File: config.mk
export PLATFORM = sky130hd
export DESIGN_NAME = txmc_top
export DESIGN_NICKNAME = d
export VERILOG_FILES = /design/src/txmc_pkg.sv /design/src/txmc_top.sv /design/src/txmc_sticky.sv
export VERILOG_INCLUDE_DIRS = /design/src
export SDC_FILE = /design/constraint.sdc
export NUM_CORES = 1
export LEC_CHECK = 0
export ABC_AREA = 1
export BUFFER_PORTS_ARGS = -buffer_cell sky130_fd_sc_hd__buf_2
export CORE_MARGIN = 4
export CORE_UTILIZATION = 52
export CTS_CLUSTER_DIAMETER = 100
export DETAILED_ROUTE_END_ITERATION = 16
export GPL_TIMING_DRIVEN = 0
export MAX_ROUTING_LAYER = met4
export PLACE_DENSITY = 0.9
export RECOVER_POWER = 25
export SETUP_SLACK_MARGIN = 0.5
export SYNTH_ARGS = -nofsm -noshare
export SYNTH_HDL_FRONTEND = slang
export SYNTH_HIERARCHICAL = 1
export SYNTH_SLANG_ARGS = --single-unit
export TNS_END_PERCENT = 50
File: constraint.sdc
create_clock -name clk_i -period 5.2 [get_ports clk_i]
set_input_delay 0.26 -clock clk_i [delete_from_list [all_inputs] [get_ports clk_i]]
set_output_delay 0.26 -clock clk_i [all_outputs]
set_load 0.005 [all_outputs]
File: src/txmc_consts.svh
// Purpose: offsets, field positions, reset values and levels of the transmit mode control block
// Assumes: byte addresses on an 8-bit wishbone address, 32-bit data
// Notes:   definitions only
`ifndef TXMC_CONSTS_SVH
`define TXMC_CONSTS_SVH

// ----------------------------------------
// register offsets
// ----------------------------------------
`define TXMC_OFF_LIST_BASE 8'h20
`define TXMC_OFF_STATUS    8'h28
`define TXMC_OFF_OPMODE    8'h30

// ----------------------------------------
// operation_mode fields
// ----------------------------------------
`define TXMC_BIT_FULL_GATE 21
`define TXMC_BIT_HB_OFF    19
`define TXMC_BIT_PORT      18
`define TXMC_BIT_CAPTURE   17
`define TXMC_THR_HI        15
`define TXMC_THR_LO        14
`define TXMC_BIT_RUN       13
`define TXMC_OPMODE_MASK   32'h002E_E000
`define TXMC_OPMODE_RESET  32'h0000_0000

// ----------------------------------------
// status_reg fields
// ----------------------------------------
`define TXMC_ST_TX_DONE    0
`define TXMC_ST_TX_STOP    1
`define TXMC_ST_TBU        2
`define TXMC_ST_STATE_LO   20
`define TXMC_STATUS_FIXED  32'hFC00_0000

// ----------------------------------------
// process state codes
// ----------------------------------------
`define TXMC_PS_STOPPED    3'h0
`define TXMC_PS_FETCH      3'h1
`define TXMC_PS_XMIT       3'h2
`define TXMC_PS_QUEUE      3'h3
`define TXMC_PS_SUSP       3'h6
`define TXMC_PS_CLOSE      3'h7

// ----------------------------------------
// fifo threshold levels in bytes, descriptor stride
// ----------------------------------------
`define TXMC_THR_L0        11'h048
`define TXMC_THR_L1        11'h060
`define TXMC_THR_L2        11'h080
`define TXMC_THR_L3        11'h0A0
`define TXMC_DESC_STRIDE   32'h0000_0010
`define TXMC_BASE_RESET    32'h0000_0000

`endif

File: src/txmc_pkg.sv
// Purpose: types of the transmit mode control block
// Assumes: nothing
// Notes:   one-hot process states
package txmc_pkg;

  // ----------------------------------------
  // transmit process states
  // ----------------------------------------
  typedef enum logic [5:0] {
    st_stopped = 6'h01,
    st_fetch   = 6'h02,
    st_queue   = 6'h04,
    st_xmit    = 6'h08,
    st_close   = 6'h10,
    st_susp    = 6'h20
  } txmc_state_t;

endpackage

File: src/txmc_top.sv
// Purpose: transmit mode control and transmit process sequencer with wishbone registers
// Assumes: descriptor memory and transmit fifo sit outside, behind handshake ports
// Notes:   soft_rst_i is the software reset; rst_i is the hardware reset
//
// What this block does
// - full-packet gate set: transmit only with a whole frame buffered, threshold ignored.
// - heartbeat-off bit disables the heartbeat quality generator.
// - port choice bit: zero selects serial port, one selects media port.
// - hardware reset clears port choice; software reset leaves it alone.
// - capture resolve bit enables or disables capture-effect resolution.
// - two-bit threshold field picks one of four fifo threshold levels.
// - threshold mode starts above threshold, or on a shorter complete frame.
// - setting run command enters running state and checks the list.
// - start fetches from the list base, or from the retained position.
// - no descriptor acquirable after start: process suspends.
// - descriptor not owned: suspend and set buffer unavailable status flag.
// - start command acts only while the process is stopped.
// - clearing run stops after current frame and keeps the next position.
// - stop command acts only while running or suspended.
// - process state reported as three-bit code, fetch 001, suspended 110.
// - status bits 0 to 2 clear on writing one; zero does nothing.
`timescale 1ns/1ps

module txmc_top
  import txmc_pkg::*;
(
  input  wire logic        clk_i,
  input  wire logic        rst_i,
  input  wire logic        soft_rst_i,
  input  wire logic        wb_cyc_i,
  input  wire logic        wb_stb_i,
  input  wire logic        wb_we_i,
  input  wire logic [7:0]  wb_adr_i,
  input  wire logic [3:0]  wb_sel_i,
  input  wire logic [31:0] wb_dat_i,
  output logic      [31:0] wb_dat_o,
  output logic             wb_ack_o,
  output logic             desc_req_o,
  output logic      [31:0] desc_addr_o,
  input  wire logic        desc_ack_i,
  input  wire logic        desc_own_i,
  input  wire logic        desc_fail_i,
  input  wire logic        tx_poll_i,
  input  wire logic [10:0] fifo_level_i,
  input  wire logic        fifo_frame_full_i,
  output logic             tx_go_o,
  input  wire logic        tx_done_i,
  output logic             heartbeat_off_o,
  output logic             port_choice_o,
  output logic             capture_resolve_en_o,
  output logic      [1:0]  tx_threshold_level_o,
  output logic             full_packet_gate_o,
  output logic      [2:0]  tx_state_o
);

`include "txmc_consts.svh"

  // ----------------------------------------
  // declarations
  // ----------------------------------------
  txmc_state_t state_q;
  txmc_state_t state_d;
  logic [31:0] op_q;
  logic [31:0] base_q;
  logic        base_new_q;
  logic [31:0] cur_ptr_q;
  logic        wb_req;
  logic        wr_en;
  logic [31:0] lane_mask;
  logic [31:0] op_wr;
  logic [31:0] rd_data;
  logic [10:0] thr_sel;
  logic        start_ok;
  logic        run;
  logic        any_rst;
  logic        desc_taken;
  logic        flag_done;
  logic        flag_stop;
  logic        flag_tbu;
  logic        clr_done;
  logic        clr_stop;
  logic        clr_tbu;
  logic        set_stop;
  logic        set_tbu;
  logic        set_done;
  logic [2:0]  code_d;

  assign any_rst    = rst_i | soft_rst_i;
  assign run        = op_q[`TXMC_BIT_RUN];
  assign wb_req     = wb_cyc_i & wb_stb_i & ~wb_ack_o;
  // writes land at the ack edge, so a master that waits on ack sees them in place
  assign wr_en      = wb_cyc_i & wb_stb_i & wb_we_i & wb_ack_o;
  assign lane_mask  = {{8{wb_sel_i[3]}}, {8{wb_sel_i[2]}}, {8{wb_sel_i[1]}}, {8{wb_sel_i[0]}}};
  assign desc_taken = desc_req_o & (desc_ack_i | desc_fail_i);

  // unused bits 20 and 16 never reach the register, whatever software writes
  assign op_wr = ((op_q & ~lane_mask) | (wb_dat_i & lane_mask)) & `TXMC_OPMODE_MASK;

  // ----------------------------------------
  // wishbone slave
  // ----------------------------------------
  // one wait state: ack one cycle after the strobe, dropped the cycle after
  always_ff @(posedge clk_i) begin
    if (rst_i) begin
      wb_ack_o <= 1'b0;
    end else begin
      wb_ack_o <= wb_req;
    end
  end

  always_comb begin
    rd_data = 32'h0000_0000;
    unique case (wb_adr_i)
      `TXMC_OFF_LIST_BASE: rd_data = base_q;
      `TXMC_OFF_OPMODE:    rd_data = op_q;
      `TXMC_OFF_STATUS: begin
        rd_data = `TXMC_STATUS_FIXED;
        rd_data[`TXMC_ST_STATE_LO +: 3] = tx_state_o;
        rd_data[`TXMC_ST_TX_DONE] = flag_done;
        rd_data[`TXMC_ST_TX_STOP] = flag_stop;
        rd_data[`TXMC_ST_TBU] = flag_tbu;
      end
      default:             rd_data = 32'h0000_0000;
    endcase
  end

  always_ff @(posedge clk_i) begin
    if (rst_i) begin
      wb_dat_o <= 32'h0000_0000;
    end else if (wb_req & ~wb_we_i) begin
      wb_dat_o <= rd_data;
    end
  end

  // ----------------------------------------
  // operation_mode register
  // ----------------------------------------
  // software reset keeps the port choice; write blocked during it
  always_ff @(posedge clk_i) begin
    if (rst_i) begin
      op_q <= `TXMC_OPMODE_RESET;
    end else if (soft_rst_i) begin
      op_q <= `TXMC_OPMODE_RESET;
      op_q[`TXMC_BIT_PORT] <= op_q[`TXMC_BIT_PORT];
    end else if (wr_en && wb_adr_i == `TXMC_OFF_OPMODE) begin
      op_q <= op_wr;
    end
  end

  // fields leave on flops of their own; timing-critical users see no decode
  always_ff @(posedge clk_i) begin
    if (rst_i) begin
      heartbeat_off_o      <= 1'b0;
      port_choice_o        <= 1'b0;
      capture_resolve_en_o <= 1'b0;
      tx_threshold_level_o <= 2'b00;
      full_packet_gate_o   <= 1'b0;
    end else begin
      heartbeat_off_o      <= op_q[`TXMC_BIT_HB_OFF];
      port_choice_o        <= op_q[`TXMC_BIT_PORT];
      capture_resolve_en_o <= op_q[`TXMC_BIT_CAPTURE];
      tx_threshold_level_o <= op_q[`TXMC_THR_HI:`TXMC_THR_LO];
      full_packet_gate_o   <= op_q[`TXMC_BIT_FULL_GATE];
    end
  end

  // ----------------------------------------
  // list base register
  // ----------------------------------------
  always_ff @(posedge clk_i) begin
    if (any_rst) begin
      base_q <= `TXMC_BASE_RESET;
    end else if (wr_en && wb_adr_i == `TXMC_OFF_LIST_BASE) begin
      base_q <= (base_q & ~lane_mask) | (wb_dat_i & lane_mask);
    end
  end

  // a fresh base replaces the retained position at the next start
  always_ff @(posedge clk_i) begin
    if (any_rst) begin
      base_new_q <= 1'b1;
    end else if (wr_en && wb_adr_i == `TXMC_OFF_LIST_BASE) begin
      base_new_q <= 1'b1;
    end else if (state_q == st_stopped && run) begin
      base_new_q <= 1'b0;
    end
  end

  // ----------------------------------------
  // transmit start gate
  // ----------------------------------------
  always_comb begin
    thr_sel = `TXMC_THR_L0;
    unique case (op_q[`TXMC_THR_HI:`TXMC_THR_LO])
      2'b00: thr_sel = `TXMC_THR_L0;
      2'b01: thr_sel = `TXMC_THR_L1;
      2'b10: thr_sel = `TXMC_THR_L2;
      2'b11: thr_sel = `TXMC_THR_L3;
    endcase
  end

  // threshold field must stay put while running, so no glitch on the gate
  assign start_ok = op_q[`TXMC_BIT_FULL_GATE] ? fifo_frame_full_i
                  : (fifo_level_i > thr_sel) | fifo_frame_full_i;

  // ----------------------------------------
  // transmit process sequencer
  // ----------------------------------------
  always_comb begin
    state_d = state_q;
    unique case (state_q)
      st_stopped: begin
        if (run) begin
          state_d = st_fetch;
        end
      end
      st_fetch: begin
        if (desc_taken) begin
          if (!run) begin
            state_d = st_stopped;
          end else if (desc_fail_i || !desc_own_i) begin
            state_d = st_susp;
          end else begin
            state_d = st_queue;
          end
        end
      end
      st_queue: begin
        if (start_ok) begin
          state_d = st_xmit;
        end
      end
      st_xmit: begin
        if (tx_done_i) begin
          state_d = st_close;
        end
      end
      st_close: begin
        state_d = run ? st_fetch : st_stopped;
      end
      st_susp: begin
        if (!run) begin
          state_d = st_stopped;
        end else if (tx_poll_i) begin
          state_d = st_fetch;
        end
      end
    endcase
  end

  always_ff @(posedge clk_i) begin
    if (any_rst) begin
      state_q <= st_stopped;
    end else begin
      state_q <= state_d;
    end
  end

  // request held from entry to fetch until the answer edge
  always_ff @(posedge clk_i) begin
    if (any_rst) begin
      desc_req_o <= 1'b0;
    end else begin
      desc_req_o <= (state_d == st_fetch) && !(state_q == st_fetch && desc_taken);
    end
  end

  // position: base or retained on start, next descriptor after each close
  always_ff @(posedge clk_i) begin
    if (any_rst) begin
      cur_ptr_q <= `TXMC_BASE_RESET;
    end else if (state_q == st_stopped && run && base_new_q) begin
      cur_ptr_q <= base_q;
    end else if (state_q == st_close) begin
      cur_ptr_q <= cur_ptr_q + `TXMC_DESC_STRIDE;
    end
  end

  assign desc_addr_o = cur_ptr_q;

  always_ff @(posedge clk_i) begin
    if (any_rst) begin
      tx_go_o <= 1'b0;
    end else begin
      tx_go_o <= (state_q == st_queue) && start_ok;
    end
  end

  always_comb begin
    code_d = `TXMC_PS_STOPPED;
    unique case (state_d)
      st_stopped: code_d = `TXMC_PS_STOPPED;
      st_fetch:   code_d = `TXMC_PS_FETCH;
      st_queue:   code_d = `TXMC_PS_QUEUE;
      st_xmit:    code_d = `TXMC_PS_XMIT;
      st_close:   code_d = `TXMC_PS_CLOSE;
      st_susp:    code_d = `TXMC_PS_SUSP;
    endcase
  end

  always_ff @(posedge clk_i) begin
    if (any_rst) begin
      tx_state_o <= `TXMC_PS_STOPPED;
    end else begin
      tx_state_o <= code_d;
    end
  end

  // ----------------------------------------
  // status flags
  // ----------------------------------------
  assign set_done = (state_q == st_close);
  assign set_stop = (state_q != st_stopped) && (state_d == st_stopped);
  assign set_tbu  = (state_q == st_fetch) && desc_taken && run && !desc_fail_i && !desc_own_i;
  assign clr_done = wr_en && wb_adr_i == `TXMC_OFF_STATUS && wb_sel_i[0]
                    && wb_dat_i[`TXMC_ST_TX_DONE];
  assign clr_stop = wr_en && wb_adr_i == `TXMC_OFF_STATUS && wb_sel_i[0]
                    && wb_dat_i[`TXMC_ST_TX_STOP];
  assign clr_tbu  = wr_en && wb_adr_i == `TXMC_OFF_STATUS && wb_sel_i[0]
                    && wb_dat_i[`TXMC_ST_TBU];

  txmc_sticky u_flag_done (
    .clk_i  (clk_i),
    .rst_i  (any_rst),
    .set_i  (set_done),
    .clr_i  (clr_done),
    .flag_o (flag_done)
  );

  txmc_sticky u_flag_stop (
    .clk_i  (clk_i),
    .rst_i  (any_rst),
    .set_i  (set_stop),
    .clr_i  (clr_stop),
    .flag_o (flag_stop)
  );

  txmc_sticky u_flag_tbu (
    .clk_i  (clk_i),
    .rst_i  (any_rst),
    .set_i  (set_tbu),
    .clr_i  (clr_tbu),
    .flag_o (flag_tbu)
  );

  // ----------------------------------------
  // checks
  // ----------------------------------------
  chk_full_gate_hold: assert property (@(posedge clk_i) disable iff (any_rst)
    (state_q == st_queue && op_q[`TXMC_BIT_FULL_GATE] && !fifo_frame_full_i) |=> !tx_go_o)
    else $error("transmit started without a full frame");

  chk_thr_start: assert property (@(posedge clk_i) disable iff (any_rst)
    (state_q == st_queue && !op_q[`TXMC_BIT_FULL_GATE] && fifo_level_i > thr_sel)
    |=> tx_go_o ##1 (state_q == st_xmit && !tx_go_o))
    else $error("threshold crossing did not start transmit");

  chk_short_frame: assert property (@(posedge clk_i) disable iff (any_rst)
    (state_q == st_queue && fifo_frame_full_i) |=> tx_go_o && tx_state_o == `TXMC_PS_XMIT)
    else $error("complete short frame not sent");

  chk_port_keep: assert property (@(posedge clk_i) disable iff (rst_i)
    soft_rst_i |=> op_q[`TXMC_BIT_PORT] == $past(op_q[`TXMC_BIT_PORT]))
    else $error("software reset changed port choice");

  chk_hw_clear: assert property (@(posedge clk_i)
    rst_i |=> !op_q[`TXMC_BIT_PORT] ##1 !port_choice_o)
    else $error("hardware reset left port choice set");

  chk_start_fetch: assert property (@(posedge clk_i) disable iff (any_rst)
    (state_q == st_stopped && run) |=> desc_req_o && tx_state_o == `TXMC_PS_FETCH)
    else $error("start did not fetch a descriptor");

  chk_not_owned: assert property (@(posedge clk_i) disable iff (any_rst)
    set_tbu |=> state_q == st_susp && flag_tbu && tx_state_o == `TXMC_PS_SUSP)
    else $error("unowned descriptor did not suspend");

  chk_fail_susp: assert property (@(posedge clk_i) disable iff (any_rst)
    (state_q == st_fetch && desc_req_o && desc_fail_i && run) |=> state_q == st_susp)
    else $error("failed acquisition did not suspend");

  chk_stop_susp: assert property (@(posedge clk_i) disable iff (any_rst)
    (state_q == st_susp && !run) |=> state_q == st_stopped && flag_stop)
    else $error("stop from suspended not taken");

  chk_tbu_clear: assert property (@(posedge clk_i) disable iff (any_rst)
    (flag_tbu && clr_tbu && !set_tbu) |=> !flag_tbu)
    else $error("buffer unavailable flag not cleared by one");

  chk_ptr_step: assert property (@(posedge clk_i) disable iff (any_rst)
    (state_q == st_close) |=> desc_addr_o == $past(desc_addr_o) + `TXMC_DESC_STRIDE)
    else $error("descriptor position not advanced");

  chk_mode_hold: assert property (@(posedge clk_i) disable iff (any_rst)
    !(wr_en && wb_adr_i == `TXMC_OFF_OPMODE) |=> $stable(op_q))
    else $error("mode register changed without a write");

endmodule

File: src/txmc_sticky.sv
// Purpose: one sticky status flag, cleared by software writing one
// Assumes: set and clear are single-cycle terms
// Notes:   set wins over clear
`timescale 1ns/1ps

module txmc_sticky (
  input  wire logic clk_i,
  input  wire logic rst_i,
  input  wire logic set_i,
  input  wire logic clr_i,
  output logic      flag_o
);

  // ----------------------------------------
  // flag
  // ----------------------------------------
  always_ff @(posedge clk_i) begin
    if (rst_i) begin
      flag_o <= 1'b0;
    end else if (set_i) begin
      flag_o <= 1'b1;
    end else if (clr_i) begin
      flag_o <= 1'b0;
    end
  end

endmodule

==> summary.txt <==
reg2reg setup slack: 3.11 ns
CP arrival: 2.47 ns
M3 GR Usage: 7.65%
commonest non-fill, non-tap cell in the layout: nand2_1
total wire length: 18900 um
final cycle utilization of the critical path: 40.1%
R2R depth: 11
final hold vios: 0
vias post-DR: 6418
die area: 0.0128 mm^2
clock slew at reported path FFs: 0.06 ns
Req. time, crit path: 5.59 ns
Design Area, Final: 0.00733 mm^2
Netlist Area Pre-Place: 0.00575 mm^2
CP Max Fanout: 5
later-pin clock latency in the skew report: 0.53 ns
GR Overflow Total: 0
hold path cells: 3
Synth warnings: 6
crit end category: flop
syn avg cell area: 7.18 um^2
syn_nets: 873
Post-CTS Setup Bufs: 0
synthesized netlist cell count: 801
initial antenna violation count: 1
core area: 0.0108 mm^2
DRT antenna net count: 0
routability cong.: 0.947
total CTS buffers: 17
outcome: finished clean
Setup CP Type: reg2reg
Worst Setup Start Kind: flop
reg2reg start: desc_addr_o[4]
met2 Track Usage GR: 48.7%
row count: 38
Register Area: 0.00250 mm^2
P_leak: 0.00300 uW
Final Skew: 0.00495 ns
Layout area overhead: 27.5%
GRT Util Overall: 30.1%
wire per inst: 16.8 um
Clock Sinks: 125
drt first-iter violations: 872
fmax: 479 MHz
H-tree Lvls: 4
vias per cell: 5.69
area of the multi-input gates: 0.00276 mm^2
Buffers on Ports: 142
Area after DPL: 0.00664 mm^2
final slew viol count: 0
share of layout cells above drive strength 1: 19.8%
busiest metal layer after global routing: met2
Nets: 1047
min-delay src: wb_dat_i[30]
register area share after synthesis: 43.5%
hold crit path type: in2reg
Ports: 143
clock period minus worst slack: 2.09 ns
VDD IR-drop max: 0.215 mV
# Max-Cap Violations: 0
Cell variety after synth: 35
Die H: 113 um
endpoints failing setup: 0
Synth Flop Type: dfxtp_1
total iterations of the first detailed-routing run: 8
clk root buf: clkbuf_8
starting density of the core: 53.1%
met1 Use GR: 35.4%
Chip Width: 113 um
RSZ-0062 raised after global routing: no
hpwl dp: 13500 um
R2R Path End: desc_addr_o[30]
Residual DRC: 0
vias in the first global route: 5985
CTS tree: done
largest net degree at the start of global routing: 17
commonest cells after routing, fill and taps aside: nand2_1 (182), buf_2 (128), dfxtp_1 (125)
Fin Setup TNS: 0 ns
global-route wire length before repair: 29700 um
Util after Layout: 67.6%
Async S/R FF share, synth: 0%
number of synthesized flops with an enable pin: 0
Max transition margin: 46.0%
maximum clock path buffer count: 2
PwrDens: 306 mW/mm^2
Yosys reg bits: 125
Worst-Margin Slew: 0.810 ns
Fill cells: 863
==> Yosys cell counts (2+ instances only) <==
library cell  count  area, um^2
xnor2_1           3        26.3
nor4_1            2        12.5
inv_1            86         323
nor3_1           14        70.1
o21ai_1          10        50.1
nand2_2           5        31.3
buf_2             8        40.0
a31oi_1           9        56.3
nor2_2            7        43.8
dfxtp_1         125        2500
nand2_1         182         683
a21oi_1          93         465
o22ai_1          11        68.8
nand4_1           8        50.1
nor3_2            2        20.0
inv_2             8        30.0
clkbuf_1         20        75.1
a21oi_2           5        43.8
buf_1             2        7.51
ha_1              5        62.6
nor2_4            2        22.5
xor2_1           21         184
nand3_1          35         175
nor4_2            2        25.0
nor2_1           64         240
o211ai_1          4        30.0
o21ai_0          51         255
nand3_2           6        60.1
o221ai_1          5        43.8
==> per-stage QoR <==
stage | power, uW | instances | hold WS [ns] | setup slack [ns]
floorplan | 1010 | 801 | 0.344 | 3.51
global placement | 1050 | 1083 | 0.436 | 3.26
detailed placement | 1050 | 1083 | 0.442 | 3.21
CTS | 2230 | 1126 | 0.00874 | 3.16
global route | 2290 | 1127 | 0.0174 | 2.96
finish | 2240 | 1127 | 0.0179 | 3.11
==> metal layers <==
metal	vias to the layer above	share of wire [%]
met5	-	0
met1	2888	37
met4	0	4.4
met2	455	47
met3	90	11
li1	2985	-
==> worst max path at each step <==
stage | start | end | slack, ns
global placement | desc_addr_o[4] | desc_addr_o[30] | 3.26
finish | desc_addr_o[4] | desc_addr_o[30] | 3.11
CTS | desc_addr_o[4] | desc_addr_o[30] | 3.16
global route | desc_addr_o[4] | desc_addr_o[30] | 2.96
detailed placement | desc_addr_o[4] | desc_addr_o[30] | 3.21
floorplan | desc_addr_o[4] | desc_addr_o[30] | 3.51
==> report_power, final <==
part	switching (uW)	internal, uW
registers	0.437	958
logic	52.9	34.0
clock network	419	776
total	473	1770
==> critical path, stage by stage, from the launching register on <==
cell and delay, ns:
dfxtp_1 0.42, ha_1 0.23, nand3_1 0.15, inv_1 0.09, nand2_1 0.14, nor2_1 0.22, nand2_1 0.11, nor2_2 0.14
nand3_1 0.12, xor2_1 0.16, a21oi_1 0.12, nor2_1 0.05
==> layout make-up <==
cell class	count	share of cell area, %
repair buffers	155	11.1
well taps	140	2.39
clock inverters	6	1.48
inverters	95	4.86
plain buffers	31	1.83
multi-input cells	550	37.6
diodes	1	0.0341
clock buffers	24	6.55
flip-flops and latches	125	34.1
==> cell families (layout without fill, tap and decap cells) <==
kind of cell	count (synthesis)	count (layout)	share of synthesized area, %
AND/OR/NAND/NOR	332	332	25.4
AO/OA/AOI/OAI	189	189	17.8
buffers and inverters	126	311	8.53
flip-flops	125	125	43.5
XOR/XNOR	24	24	3.65
adder cells (fa/ha/maj)	5	5	1.09
other	0	1	0
==> what timing repair did <==
item,in CTS,in global routing
hold buffers,13,0
endpoints found under the hold margin,13,0
gates resized for setup,0,0
No activity file was read; power rests on OpenSTA's default activity.
